<file path="config.mk">
export PLATFORM = sky130hd
export DESIGN_NAME = cmp_mode_ctrl
export DESIGN_NICKNAME = d
export VERILOG_FILES = /design/src/inc/cmp_pkg.sv /design/src/inc/cmp_sync_if.sv /design/src/logic/cmp_init_sync.sv /design/src/logic/cmp_mode_ctrl.sv
export SDC_FILE = /design/constraint.sdc
export NUM_CORES = 1
export LEC_CHECK = 0
export BUFFER_PORTS_ARGS = -buffer_cell sky130_fd_sc_hd__buf_2
export CELL_PAD_IN_SITES_DETAIL_PLACEMENT = 1
export CELL_PAD_IN_SITES_GLOBAL_PLACEMENT = 2
export CORE_MARGIN = 1
export CORE_UTILIZATION = 39
export DETAILED_ROUTE_END_ITERATION = 6
export PLACE_DENSITY_LB_ADDON = 0.1
export SLEW_MARGIN = 30
export SYNTH_ARGS = -nofsm -noshare
export SYNTH_HDL_FRONTEND = slang
export SYNTH_SLANG_ARGS = --single-unit
</file>
<file path="constraint.sdc">
create_clock -name clk -period 3.9 [get_ports clk]
set_input_delay 0.39 -clock clk [delete_from_list [all_inputs] [get_ports clk]]
set_output_delay 0.39 -clock clk [all_outputs]
set_load 0.02 [all_outputs]
</file>
<file path="src/inc/cmp_pkg.sv">
// Package with constants and types of the CAN mode and power control block
package cmp_pkg;

  // ****************************************
  // Register offsets
  // ****************************************
  localparam logic [3:0] CMP_CTRL_OFS = 4'h0;
  localparam logic [3:0] CMP_STAT_OFS = 4'h1;
  localparam logic [3:0] CMP_TXE_OFS = 4'h2;
  localparam logic [3:0] CMP_WAKE_OFS = 4'h3;
  localparam logic [3:0] CMP_BTR_OFS = 4'h4;
  localparam logic [3:0] CMP_RIER_OFS = 4'h5;

  // ****************************************
  // Control register fields
  // ****************************************
  localparam int CMP_CTRL_INIT_REQUEST = 0;
  localparam int CMP_CTRL_SLEEP_REQUEST = 1;
  localparam int CMP_CTRL_WAKE_ENABLE = 2;
  localparam int CMP_CTRL_STOP_IN_WAIT_BIT = 3;
  localparam int CMP_CTRL_LISTEN = 4;
  localparam int CMP_CTRL_WAKE_FILTER_MODE = 5;
  localparam int CMP_CTRL_MODULE_ENABLE_BIT = 6;
  localparam int CMP_CTRL_WAKE_IRQ_ENABLE = 7;

  // ****************************************
  // Reset values and counts
  // ****************************************
  localparam logic [7:0] CMP_CTRL_RST = 8'h01;
  localparam logic [2:0] CMP_TXE_RST = 3'h7;
  localparam logic [7:0] CMP_BTR_RST = 8'h00;
  localparam logic [7:0] CMP_RIER_RST = 8'h00;
  localparam int CMP_SYNC_DELAY = 2;
  localparam int CMP_IDLE_BITS = 11;
  localparam int CMP_BOFF_SEQS = 128;
  localparam int CMP_RECOVERY_CYCLES = 16;
  localparam int CMP_FILTER_CYCLES = 8;
  localparam int CMP_BIT_CYCLES = 10;

  typedef enum logic [2:0] {
    CMP_NORMAL,
    CMP_SLEEP,
    CMP_INIT,
    CMP_PDOWN,
    CMP_RECOVER,
    CMP_RESYNC
  } cmp_mode_t;

endpackage : cmp_pkg

</file>
<file path="src/inc/cmp_sync_if.sv">
// Interface carrying the CAN-side mode handshake
`timescale 1ns/1ns
interface cmp_sync_if;
  logic init_req;
  logic init_ack;
  modport ctrl (output init_req, input init_ack);
  modport engine (input init_req, output init_ack);
endinterface : cmp_sync_if

</file>
<file path="src/logic/cmp_init_sync.sv">
// Init request synchroniser standing in for the CAN clock side
`timescale 1ns/1ns
module cmp_init_sync (
  input wire logic clk,
  input wire logic rst,
  cmp_sync_if.engine sif
);
  import cmp_pkg::*;

  logic [2:0] can_q;
  logic [1:0] back_q;

  // ****************************************
  // Request through three stages, answer back through two
  // ****************************************
  always_ff @(posedge clk or posedge rst) begin
    if (rst) begin
      can_q <= 3'h0;
      back_q <= 2'h0;
    end else begin
      can_q <= {can_q[1:0], sif.init_req};
      back_q <= {back_q[0], can_q[2]};
    end
  end

  assign sif.init_ack = back_q[1] & sif.init_req;

endmodule : cmp_init_sync

</file>
<file path="src/logic/cmp_mode_ctrl.sv">
// CAN mode and power control top module
`timescale 1ns/1ns
module cmp_mode_ctrl #(
  parameter int TX_BUFS = 3
) (
  input wire logic clk,
  input wire logic rst,
  input wire logic [3:0] addr,
  input wire logic [7:0] wdata,
  input wire logic wr,
  input wire logic rd,
  output logic [7:0] rdata,
  input wire logic cpu_stop,
  input wire logic cpu_wait,
  input wire logic can_rx_pin,
  output logic can_tx_pin,
  input wire logic eng_tx_bit,
  input wire logic eng_tx_start,
  input wire logic eng_tx_done,
  input wire logic eng_rx_busy,
  input wire logic eng_rx_frame_ok,
  input wire logic eng_bus_off,
  input wire logic eng_boff_seq,
  output logic eng_rx_bit,
  output logic eng_run,
  output logic eng_abort,
  output logic eng_rx_copy_en,
  output logic eng_tx_abort_en,
  output logic eng_boff_count_en,
  output logic eng_synced,
  output logic regs_clk_en,
  output logic wake_irq
);
  import cmp_pkg::*;

  cmp_sync_if sif ();

  logic [1:0] rx_sync_q;
  logic rx_s;
  logic init_rq_q, slp_rq_q, wake_enable_q, stop_in_wait_bit_q, listen_q, wake_filter_mode_q, module_enable_bit_q, wake_irq_enable_q;
  logic module_enable_bit_set_q;
  logic slp_ak_q, wake_irq_flag_q;
  logic [TX_BUFS-1:0] txe_q;
  logic [7:0] btr_q, rier_q, boff_cnt_q;
  cmp_mode_t mode_q, mode_d;
  logic slept_q;
  logic [1:0] sync_cnt_q;
  logic [4:0] rec_cnt_q;
  logic [3:0] bit_cnt_q, rec_bits_q;
  logic [3:0] filt_cnt_q;
  logic pdown, access_ok, rx_masked, wake_evt, rx_gated, init_ak;

  function automatic logic hit(input logic [3:0] a, input logic [3:0] ofs);
    hit = (a == ofs);
  endfunction : hit

  // ****************************************
  // Pin synchroniser
  // ****************************************
  always_ff @(posedge clk or posedge rst) begin
    if (rst) begin
      rx_sync_q <= 2'h3;
    end else begin
      rx_sync_q <= {rx_sync_q[0], can_rx_pin};
    end
  end
  assign rx_s = rx_sync_q[1];

  // ****************************************
  // Init handshake across domains
  // ****************************************
  assign sif.init_req = init_rq_q;
  cmp_init_sync u_sync (
    .clk(clk),
    .rst(rst),
    .sif(sif)
  );
  assign init_ak = sif.init_ack;

  // ****************************************
  // Power-down decode
  // ****************************************
  assign pdown = module_enable_bit_q & (cpu_stop | (cpu_wait & stop_in_wait_bit_q));
  assign access_ok = ~pdown;

  // ****************************************
  // Control register
  // ****************************************
  always_ff @(posedge clk or posedge rst) begin
    if (rst) begin
      {wake_irq_enable_q, module_enable_bit_q, wake_filter_mode_q, listen_q, stop_in_wait_bit_q, wake_enable_q, slp_rq_q, init_rq_q} <= CMP_CTRL_RST;
      module_enable_bit_set_q <= 1'b0;
    end else if (wr && access_ok && hit(addr, CMP_CTRL_OFS)) begin
      if (!module_enable_bit_set_q) begin
        module_enable_bit_q <= wdata[CMP_CTRL_MODULE_ENABLE_BIT];
        module_enable_bit_set_q <= 1'b1;
      end
      if (wdata[CMP_CTRL_INIT_REQUEST] || init_ak) begin
        init_rq_q <= wdata[CMP_CTRL_INIT_REQUEST];
      end
      if (wdata[CMP_CTRL_SLEEP_REQUEST] || slp_ak_q) begin
        slp_rq_q <= wdata[CMP_CTRL_SLEEP_REQUEST] & ~init_rq_q;
      end
      wake_enable_q <= wdata[CMP_CTRL_WAKE_ENABLE];
      stop_in_wait_bit_q <= wdata[CMP_CTRL_STOP_IN_WAIT_BIT];
      wake_irq_enable_q <= wdata[CMP_CTRL_WAKE_IRQ_ENABLE];
      if (init_ak) begin
        listen_q <= wdata[CMP_CTRL_LISTEN];
        wake_filter_mode_q <= wdata[CMP_CTRL_WAKE_FILTER_MODE];
      end
    end else if (mode_q == CMP_SLEEP && wake_evt) begin
      slp_rq_q <= 1'b0;
    end else if (init_ak) begin
      slp_rq_q <= 1'b0;
      wake_enable_q <= 1'b0;
    end
  end

  // ****************************************
  // Transmit buffer empty flags
  // ****************************************
  always_ff @(posedge clk or posedge rst) begin
    if (rst) begin
      txe_q <= CMP_TXE_RST[TX_BUFS-1:0];
    end else if (init_ak) begin
      txe_q <= CMP_TXE_RST[TX_BUFS-1:0];
    end else begin
      if (wr && access_ok && hit(addr, CMP_TXE_OFS)) begin
        txe_q <= txe_q & ~wdata[TX_BUFS-1:0];
      end else if (eng_tx_done) begin
        txe_q <= txe_q | (txe_q + 1'b1);
      end
    end
  end

  // ****************************************
  // Config and enable registers
  // ****************************************
  always_ff @(posedge clk or posedge rst) begin
    if (rst) begin
      btr_q <= CMP_BTR_RST;
      rier_q <= CMP_RIER_RST;
    end else begin
      if (wr && access_ok && init_ak && hit(addr, CMP_BTR_OFS)) begin
        btr_q <= wdata;
      end
      if (init_ak) begin
        rier_q <= CMP_RIER_RST;
      end else if (wr && access_ok && hit(addr, CMP_RIER_OFS)) begin
        rier_q <= wdata;
      end
    end
  end

  // ****************************************
  // Wake filter and wake event
  // ****************************************
  assign rx_masked = (mode_q == CMP_SLEEP) ? (rx_s | ~wake_enable_q) : rx_s;
  always_ff @(posedge clk or posedge rst) begin
    if (rst) begin
      filt_cnt_q <= 4'h0;
    end else if (rx_masked || mode_q != CMP_SLEEP) begin
      filt_cnt_q <= 4'h0;
    end else if (filt_cnt_q != 4'(CMP_FILTER_CYCLES)) begin
      filt_cnt_q <= filt_cnt_q + 4'h1;
    end
  end
  assign wake_evt = (mode_q == CMP_SLEEP) && wake_enable_q &&
                    (wake_filter_mode_q ? (filt_cnt_q == 4'(CMP_FILTER_CYCLES)) : ~rx_masked);

  always_ff @(posedge clk or posedge rst) begin
    if (rst) begin
      wake_irq_flag_q <= 1'b0;
    end else if (wake_evt) begin
      wake_irq_flag_q <= 1'b1;
    end else if (wr && access_ok && hit(addr, CMP_WAKE_OFS) && wdata[0]) begin
      wake_irq_flag_q <= 1'b0;
    end
  end
  assign wake_irq = wake_irq_flag_q & wake_irq_enable_q & wake_enable_q;

  // ****************************************
  // Mode machine
  // ****************************************
  always_comb begin
    mode_d = mode_q;
    unique case (mode_q)
      CMP_NORMAL: begin
        if (pdown) begin
          mode_d = CMP_PDOWN;
        end else if (init_ak) begin
          mode_d = CMP_INIT;
        end else if (slp_rq_q && &txe_q && !eng_rx_busy &&
                     sync_cnt_q == 2'(CMP_SYNC_DELAY)) begin
          mode_d = CMP_SLEEP;
        end
      end
      CMP_SLEEP: begin
        if (pdown) begin
          mode_d = CMP_PDOWN;
        end else if (init_ak) begin
          mode_d = CMP_INIT;
        end else if (wake_evt || !slp_rq_q) begin
          mode_d = CMP_RESYNC;
        end
      end
      CMP_INIT: begin
        if (!init_rq_q) begin
          mode_d = CMP_RESYNC;
        end
      end
      CMP_PDOWN: begin
        if (!pdown) begin
          mode_d = slept_q ? CMP_SLEEP : CMP_RECOVER;
        end
      end
      CMP_RECOVER: begin
        if (rec_cnt_q == 5'(CMP_RECOVERY_CYCLES)) begin
          mode_d = CMP_RESYNC;
        end
      end
      CMP_RESYNC: begin
        if (pdown) begin
          mode_d = CMP_PDOWN;
        end else if (rec_bits_q == 4'(CMP_IDLE_BITS)) begin
          mode_d = CMP_NORMAL;
        end
      end
    endcase
  end

  always_ff @(posedge clk or posedge rst) begin
    if (rst) begin
      mode_q <= CMP_NORMAL;
      slept_q <= 1'b0;
    end else begin
      mode_q <= mode_d;
      if (mode_q != CMP_PDOWN) begin
        slept_q <= (mode_q == CMP_SLEEP);
      end
    end
  end

  // ****************************************
  // Sleep acknowledge and sync delay
  // ****************************************
  always_ff @(posedge clk or posedge rst) begin
    if (rst) begin
      slp_ak_q <= 1'b0;
      sync_cnt_q <= 2'h0;
    end else begin
      slp_ak_q <= (mode_d == CMP_SLEEP) && slp_rq_q;
      if (!slp_rq_q || mode_q != CMP_NORMAL) begin
        sync_cnt_q <= 2'h0;
      end else if (sync_cnt_q != 2'(CMP_SYNC_DELAY)) begin
        sync_cnt_q <= sync_cnt_q + 2'h1;
      end
    end
  end

  // ****************************************
  // Recovery and resync counters
  // ****************************************
  always_ff @(posedge clk or posedge rst) begin
    if (rst) begin
      rec_cnt_q <= 5'h0;
      bit_cnt_q <= 4'h0;
      rec_bits_q <= 4'h0;
    end else begin
      rec_cnt_q <= (mode_q == CMP_RECOVER) ? rec_cnt_q + 5'h1 : 5'h0;
      if (mode_q != CMP_RESYNC || !rx_s) begin
        bit_cnt_q <= 4'h0;
        rec_bits_q <= 4'h0;
      end else if (bit_cnt_q == 4'(CMP_BIT_CYCLES - 1)) begin
        bit_cnt_q <= 4'h0;
        if (rec_bits_q != 4'(CMP_IDLE_BITS)) begin
          rec_bits_q <= rec_bits_q + 4'h1;
        end
      end else begin
        bit_cnt_q <= bit_cnt_q + 4'h1;
      end
    end
  end

  // ****************************************
  // Bus-off recovery count
  // ****************************************
  always_ff @(posedge clk or posedge rst) begin
    if (rst) begin
      boff_cnt_q <= 8'h00;
    end else if (!eng_bus_off) begin
      boff_cnt_q <= 8'h00;
    end else if (eng_boff_count_en && eng_boff_seq &&
                 boff_cnt_q != 8'(CMP_BOFF_SEQS)) begin
      boff_cnt_q <= boff_cnt_q + 8'h01;
    end
  end

  // ****************************************
  // Engine and pin outputs
  // ****************************************
  always_comb begin
    eng_run = module_enable_bit_q && (mode_q == CMP_NORMAL);
    regs_clk_en = module_enable_bit_q && !pdown;
    eng_abort = (mode_q == CMP_INIT) || (mode_q == CMP_PDOWN) || pdown || init_ak;
    eng_rx_copy_en = eng_run;
    eng_tx_abort_en = eng_run;
    eng_boff_count_en = eng_run;
    eng_synced = eng_run && !eng_abort;
    can_tx_pin = (eng_run && !eng_abort && !listen_q) ? eng_tx_bit : 1'b1;
    eng_rx_bit = (listen_q && !eng_tx_bit) ? 1'b0 : rx_masked;
  end

  // ****************************************
  // Register read port
  // ****************************************
  always_ff @(posedge clk or posedge rst) begin
    if (rst) begin
      rdata <= 8'h00;
    end else if (rd && access_ok) begin
      unique case (addr)
        CMP_CTRL_OFS: rdata <= {wake_irq_enable_q, module_enable_bit_q, wake_filter_mode_q, listen_q, stop_in_wait_bit_q, wake_enable_q, slp_rq_q,
                                init_rq_q};
        CMP_STAT_OFS: rdata <= {3'h0, eng_rx_frame_ok, eng_tx_start & eng_run & ~listen_q,
                                mode_q == CMP_NORMAL,
                                slp_ak_q, init_ak};
        CMP_TXE_OFS: rdata <= 8'(txe_q);
        CMP_WAKE_OFS: rdata <= {7'h00, wake_irq_flag_q};
        CMP_BTR_OFS: rdata <= btr_q;
        CMP_RIER_OFS: rdata <= rier_q;
        default: rdata <= 8'h00;
      endcase
    end else begin
      rdata <= 8'h00;
    end
  end

endmodule : cmp_mode_ctrl

</file>
Word level (Yosys, flattened, before mapping)
Index checks and enable logic that the tools add are counted.

Register bits: 68. Input bits: 26. Output and inout port bits: 18. Logic and storage cells: 172.

Add/sub/neg operators: 6. Equality and inequality tests: 24. Muxes and demuxes: 42. Bitwise gates (word level): 19. Reductions and logical operators: 56.

Operators with widths (count): 8-bit one-hot mux with 6 select lines (1); 3-bit two-way mux (15); 4-bit two-way mux (7); 8-bit two-way mux (3); 1-bit logical AND (21); 3-bit one-hot mux with 6 select lines (1); 2-bit nonzero test (7); 4-bit by 1-bit adder with 4-bit output (second input constant) (3); 4-bit == test (second input constant) (3); 1-bit two-way mux (12); 2-bit AND reduction (6); 1-bit logical OR (9); 3-bit nonzero test (3); 1-bit AND (8); 4-bit by 2-bit == test with 1-bit output (second input constant) (2); 4-bit by 3-bit == test with 1-bit output (second input constant) (2); 4-bit inequality test (second input constant) (2); 1-bit zero test (7); 3-bit by 1-bit == test with 1-bit output (second input constant) (2); 3-bit by 2-bit == test with 1-bit output (second input constant) (2); 3-bit == test (second input constant) (2); 1-bit inverter (6); 5-bit by 1-bit adder with 5-bit output (second input constant) (1); 5-bit == test (second input constant) (1); 18 further kinds (21).

Longest topological paths before layout
Gate-level depths: netlist of run 1.

Word-level depth: 13. Depth in mapped cells: 8. Depth with buffers taken out: 7.

By module
Synthesis of run 1 repeated with hierarchy kept, for this count alone.

Cells, all modules: 325. Area total of the unflattened synthesis: 3414.5 µm².

By module, submodules not included: cmp_mode_ctrl (instances 1, cells an instance 318, area an instance 3279.4 µm², sequential area each 1584.0 µm²); cmp_init_sync (instances 1, cells an instance 7, area an instance 135.1 µm², sequential area each 125.1 µm²).

Worst setup path after synthesis of run 1
No wires, ideal clock.

Kind: reg2out. From: register stop_in_wait_bit_q. To: output can_tx_pin. Data arrival time: 1788 ps. Data required time: 3510 ps. Path slack: 1722 ps. Stages on the path, launching flop included: 7. Buffers on the path: 1. Cell sequence: dfrtp_1 -> a21oi_1 -> nand2b_1 -> buf_2 -> nand3_1 -> nor2_1 -> nand2_1.

Longest elaborated chain between the ends: 9.

Ends and longest elaborated chain: from (decl) (line cmp_mode_ctrl.sv:40) `logic init_rq_q, slp_rq_q, wake_enable_q, stop_in_wait_bit_q, listen_q, wake_filter_mode_q, module_enable_bit_ ...`; from (signal assigned) (line cmp_mode_ctrl.sv:105) `stop_in_wait_bit_q <= wdata[CMP_CTRL_STOP_IN_WAIT_BIT];`; 1-bit AND (line cmp_mode_ctrl.sv:83) `assign pdown = module_enable_bit_q & (cpu_stop | (cpu_wait & stop_in_wait_bit_q));`; 1-bit bitwise OR (line cmp_mode_ctrl.sv:83); 1-bit AND (line cmp_mode_ctrl.sv:83); 1-bit logical OR (2 in series) (line cmp_mode_ctrl.sv:305) `eng_abort = (mode_q == CMP_INIT) || (mode_q == CMP_PDOWN) || pdown || init_ak;`; net eng_abort (line cmp_mode_ctrl.sv:26) `output logic eng_abort,`; 1-bit zero test; 1-bit logical AND; net eng_synced (line cmp_mode_ctrl.sv:30) `output logic eng_synced,`; 1-bit logical AND (line cmp_mode_ctrl.sv:310) `can_tx_pin = (eng_run && !eng_abort && !listen_q) ? eng_tx_bit : 1'b1;`; 1-bit two-way mux (line cmp_mode_ctrl.sv:310); to (decl) (line cmp_mode_ctrl.sv:16) `output logic can_tx_pin,`.

The timed path passes the listed nets, and every way through them passes these cells.

Worst setup path in the final report of run 1
From: register stop_in_wait_bit_q. To: output can_tx_pin.

Longest elaborated chain between the ends: 9.

Ends and longest elaborated chain (line): 1-bit AND (cmp_mode_ctrl.sv:83); 1-bit bitwise OR (cmp_mode_ctrl.sv:83); 1-bit AND (cmp_mode_ctrl.sv:83); 1-bit logical OR (2 in series) (cmp_mode_ctrl.sv:305); 1-bit zero test (cmp_mode_ctrl.sv:310); 1-bit logical AND (2 in series) (cmp_mode_ctrl.sv:310); 1-bit two-way mux (cmp_mode_ctrl.sv:310).

No other way between the ends.

==> impl_metrics.yaml, run 1 <==
clocking:
  cts_post_setup_buffers_inserted: 0
  htree_levels: 3
  insertion_delay_ps: 340
  cts.clk_slew.worst_paths_ps: 80
  clock_sinks: 68
  cts_tree: "yes"
  ctsHoldBuffers: 0
  cts_resized: 0
  cts_buffers: 9
  clockBufferDepth: 2
  cts_root_buf: "clkbuf_8"
grt:
  overflow: 0
  grt_max_degree: 50
  grt_usage_pct: 20.92
  grt_pass1_wl_um: 13680
  antenna_found_initial: 0
  grt_pass1_vias: 2586
min_path:
  hold_class: "in -> async"
drt:
  viasPerCell: 5.452
  dr.pass1.iters: 7
  drtAntennaViolNets: 0
  drt_iter0_markers: 121
  post-route-drc-count: 0
  num_vias: 2557
  wire_per_inst_um: 17.74
  drt_wl_total_um: 8321
synth:
  ys_types: 56
  synth_area_leaders: "dfrtp_1 47%, nor2_1 4.9%, dfstp_2 4.8%"
  synth.top_cell.area_share_pct: 47.36
  ys_ff_latch: 68
  yosysTopAreaCell: "dfrtp_1"
  syn_inst: 317
  ys_warn_count: 0
  synth_seq_area_share_pct: 52.18
  syn_area_per_cell_um2: 10.33
  synth_ff_type: "dfrtp_1"
  postSynth.asyncResetShare_pct: 100.0
  syn_nets: 351
  synth_edf_count: 0
  synth_area_um2: 3276
sta:
  setup_tns_ps: 0
  finalSetupViolCount: 0
  max_freq_ghz: 0.3903
  finalCritPeriodShare_pct: 65.69
  hold_violations: 0
  finClkSkew_ps: 9.198
  rsz0062_at_grt: "no"
  relSlewSlack_pct: 45.97
  worst_pin_slew_ps: 804.2
  fin_crit_ps: 2562
  final-max-slew-violation-count: 0
placed_design:
  dp.cells: 453
  place.gp.congestion: 0.7526
  postPlaceCellArea_um2: 3566
  detailed_place_hpwl_um: 5950
  numPortBuffers: 41
worst_setup_path:
  arrival_ps: 2170
  critPathKind: "reg -> out"
  end_kind: "primary output"
  crit_fanout: 10
  cp_top_family: "simple AND/OR/NAND/NOR gates"
  critical_path_buf_inv_count: 1
  crit_chain: "a21oi_1 > nand2b_1 > nand3_1 > nor2_1 > nand2_1 > buf_2"
  crit_required_ps: 3510
  slowest_stage: "nand2b_1"
  startpoint_type: "flip-flop"
  slowest_delay_ps: 460
finish:
  antenna_cells: 0
  final_nets: 393
  finish.instance_area_um2: 3815
  syn_to_final_growth_pct: 16.46
  drive_above_1_share_pct: 23.90
  final_cell_count_no_fill: 469
floorplan:
  ios: 44
  num_rows: 33
  die_area_um2: 8769
  dieHeight_um: 93.65
  core_area_um2: 8175
  start_util_pct: 40.07
  die_w_um: 93.65
power_and_ir_drop:
  power_density_nw_per_um2: 544.3
  vdd_drop_max_mv: 0.2458
  leakage_nw: 1.834
status:
  status: "completed"
run:
  maxCapViolCount: 0
layout by cell type (no fill, tap or decap), types with 3 or more instances in the layout:
cell	n
nor2_1	43
o21ai_0	9
nand3_1	14
nand2_1	32
inv_1	13
o22ai_1	4
a21oi_1	13
and3_1	3
mux2i_1	10
nor2b_1	6
buf_2	41
bufinv_16	3
clkbuf_8	10
ha_1	8
mux2_2	7
dfstp_2	6
nand2b_1	6
a22o_1	4
xor2_1	8
dfrtp_1	62
nor3_1	4
and2_1	3
xnor2_1	4
a222oi_1	7
power by group:
part | internal, mW | switching, mW
clock network | 0.442 | 0.271
registers | 0.806 | 0.120
logic | 0.173 | 0.265
synth_stat cells (5+ instances only):
master and instances:
dfrtp_1 62, nor2_1 43, nand2_1 32, inv_1 14, nand3_1 14, a21oi_1 13
mux2i_1 10, o21ai_0 9, ha_1 8, xor2_1 8, a222oi_1 7, mux2_2 7
dfstp_2 6, nand2b_1 6, nor2b_1 6, clkbuf_1 5
layer usage:
layer	vias to the layer above	GRT usage [%]	share of wire [%]
met5	-	0	0
met1	1302	28.96	46
met3	8	3.902	3.6
li1	1192	-	-
met4	0	5.385	1.0
met2	55	33.70	49
kinds of logic after synthesis:
group	count (synthesis)	synth area share (%)
muxes	20	6.723
AOI/OAI and AO/OA	53	11.23
and+or+nand+nor	129	19.94
adders and majority gates	8	3.056
buffers and inverters	27	3.667
xor gates and xnor gates	12	3.209
DFF	68	52.18
through the flow:
step                power, mW  worst slack (ps)  hold WS [ps]  util, %
floorplan               1.231              1722         331.2        -
global placement        1.370              1616         334.3    43.59
detailed placement      1.382              1597         340.2    43.62
CTS                     2.105              1289         142.1    46.66
global route            2.195              1168         138.9    46.66
finish                  2.076              1338         128.6    46.66
sequential cells by signal, summed over array words and instances, names as in the netlist, 2 cells and up:
signal	count
rx_sync_q	2
sync_cnt_q	2
rec_bits_q	4
btr_q	8
rec_cnt_q	5
mode_q	3
u_sync.back_q	2
rier_q	8
txe_q	3
bit_cnt_q	4
rdata	8
filt_cnt_q	4
u_sync.can_q	3
layout make-up:
class / count / area, µm²
Fill cell: 948 / 4360
Sequential cell: 68 / 1709
Multi-Input combinational cell: 222 / 1446
Timing Repair Buffer: 43 / 220.2
Clock buffer: 10 / 137.6
Tap cell: 105 / 131.4
Clock inverter: 6 / 111.4
Inverter: 15 / 58.81
path summary, 6_finish.rpt:
path                                     from               to  slack, ps  depth (start not counted)
max in group asynchronous                 rst         slp_rq_q       3050                          3
min in group clk                   can_rx_pin     rx_sync_q[0]        150                          1
hold reg to reg               u_sync.can_q[0]  u_sync.can_q[1]        350                          0
hold / removal                            rst    filt_cnt_q[3]        130                          2
setup reg to reg           stop_in_wait_bit_q         listen_q       1670                          5
setup / recovery           stop_in_wait_bit_q       can_tx_pin       1340                          6
worst register-to-register path, stage by stage (launching register included):
cell      delay, ps
dfrtp_1         430
a21oi_1         370
nand2b_1        460
and3_1          430
nand2_2         120
mux2_4          300
Power figures use the tool's default switching activity.
==> inputs of run 2 (changes only) <==
- CORE_UTILIZATION: 39 -> 37
- clock period: 3.9 -> 2.4 ns (I/O delays scaled with it)
==> run 2 against run 1 <==
Compared with the run above:
- clock power rose by 57%
- sequential share of layout area fell by 1.3 points
- global-route usage fell by 0.33 points
- clock skew fell by 2.0 ps
- non-clock buffer count rose by 17
- final cell count rose by 3.6%
- sequential cell count did not move
- power rose by 63%
- core utilization rose by 0.19 points
- count of clock-buffer cells in the layout rose by 1
- critical path type unchanged
- critical path depth did not move
- final area rose by 3.0%
==> impl_metrics.yaml, run 2 (same netlist as run 1, synthesis figures left out) <==
sta:
  worst_pin_slew_ps: 496.4
  final-max-slew-violation-count: 0
  finalSetupViolCount: 0
  setup_ws_ps: 179.1
  whs_ps: 125.9
  hold_violations: 0
  fin_crit_ps: 2221
  rsz0062_at_grt: "no"
  relSlewSlack_pct: 66.86
  finalCritPeriodShare_pct: 92.54
  max_freq_ghz: 0.4503
  finClkSkew_ps: 7.202
  setup_tns_ps: 0
floorplan:
  start_util_pct: 39.08
  ios: 44
  num_rows: 33
  core_area_um2: 8382
  die_w_um: 96.09
  dieHeight_um: 96.09
  die_area_um2: 9233
clocking:
  insertion_delay_ps: 350
  clockBufferDepth: 2
  htree_levels: 3
  cts_resized: 0
  cts_root_buf: "clkbuf_8"
  cts_tree: "yes"
  cts_buffers: 9
  clock_sinks: 68
  cts_post_setup_buffers_inserted: 0
  cts.clk_slew.worst_paths_ps: 70
  ctsHoldBuffers: 2
power_and_ir_drop:
  switchingPower_mw: 1.076
  p_int_mw: 2.313
  switching_share_pct: 31.75
  p_comb_share_pct: 22.8
  leakage_nw: 1.910
  vdd_drop_max_mv: 0.3216
  power_density_nw_per_um2: 862.8
  power_frac_clock_pct: 32.9
  design_power_total_mw: 3.389
  seq_power_share_pct: 44.3
worst_setup_path:
  end_kind: "primary output"
  crit_required_ps: 2160
  startpoint_type: "flip-flop"
  arrival_ps: 1980
  critPathKind: "reg -> out"
  crit_fanout: 9
drt:
  viasPerCell: 5.374
  wire_per_inst_um: 17.60
  topRoutingLayerUsed: "met4"
  wl_met2_um: 4133
  post-route-drc-count: 0
  dr_wl_met3_um: 373
  drt_wl_total_um: 8553
  drtAntennaViolNets: 0
  drt_iter0_markers: 109
  num_vias: 2612
  wl_met1_um: 3970
  dr.pass1.iters: 5
finish:
  postLayoutCoreUtil_pct: 46.86
  final_cell_count_no_fill: 486
  layout_common_cells: "62 x dfrtp_1, 43 x nor2_1, 41 x buf_2, 32 x nand2_1, 17 x buf_4"
  antenna_cells: 0
  syn_to_final_growth_pct: 19.90
  final_common_cell: "dfrtp_1"
  drive_above_1_share_pct: 26.25
  reg_top3: "btr_q: 8 flops, rdata: 8 flops, rier_q: 8 flops"
  finish.instance_area_um2: 3928
  final_nets: 410
status:
  status: "completed"
placed_design:
  place.gp.congestion: 0.7834
  detailed_place_hpwl_um: 6198
  place_ws_ps: 471.2
  numPortBuffers: 41
  dp.cells: 468
  postPlaceCellArea_um2: 3676
grt:
  grt_usage_pct: 20.58
  grt_pass1_wl_um: 13810
  grt_max_degree: 25
  antenna_found_initial: 0
  grt_pass1_vias: 2689
  overflow: 0
min_path:
  hold_class: "in -> reg"
run:
  maxCapViolCount: 0
==> run 2: cell types whose count changed in the layout (fill, tap and decap cells not counted), sizes merged <==
cell and delta:
clkinvlp -1, clkbuf +1, dlygate4sd3 +2, buf +15
==> run 2: area by class of cell <==
cell class	instances	area (µm²)
Fill cell	977	4454
Multi-Input combinational cell	222	1446
Clock buffer	11	131.4
Sequential cell	68	1709
Inverter	15	56.30
Tap cell	105	131.4
Clock inverter	5	100.1
Timing Repair Buffer	60	352.8
==> run 2: worst paths after layout <==
check | from | endpoint | slack (ps) | cells past startpoint
hold / removal | wdata[7] | wake_irq_enable_q | 130 | 3
max in group asynchronous | rst | txe_q[0] | 1180 | 4
setup / recovery | stop_in_wait_bit_q | can_tx_pin | 180 | 6
hold reg to reg | u_sync.can_q[2] | u_sync.back_q[0] | 340 | 0
min in group asynchronous | rst | filt_cnt_q[1] | 460 | 3
setup reg to reg | stop_in_wait_bit_q | module_enable_bit_q | 450 | 6
==> run 2: power groups by stage <==
stage,logic (mW),clock network (mW),registers [mW]
finish,0.772,1.12,1.50
floorplan,0.587,0,1.41
CTS,0.785,1.15,1.50
detailed placement,0.773,0,1.52
global placement,0.753,0,1.51
global route,0.862,1.19,1.52
==> run 2: worst max-delay path: stages, from the launching register on <==
cell and delay, ps:
dfrtp_1 420, a21oi_1 210, nand2b_1 420, nand3_1 210
nor2_1 160, nand2_1 60, buf_2 150
==> run 2: routing by layer <==
layer,vias to the layer above,GRT usage (%)
li1,1230,-
met1,1323,26.95
met2,53,33.10
met3,6,4.897
met4,0,7.587
met5,-,0
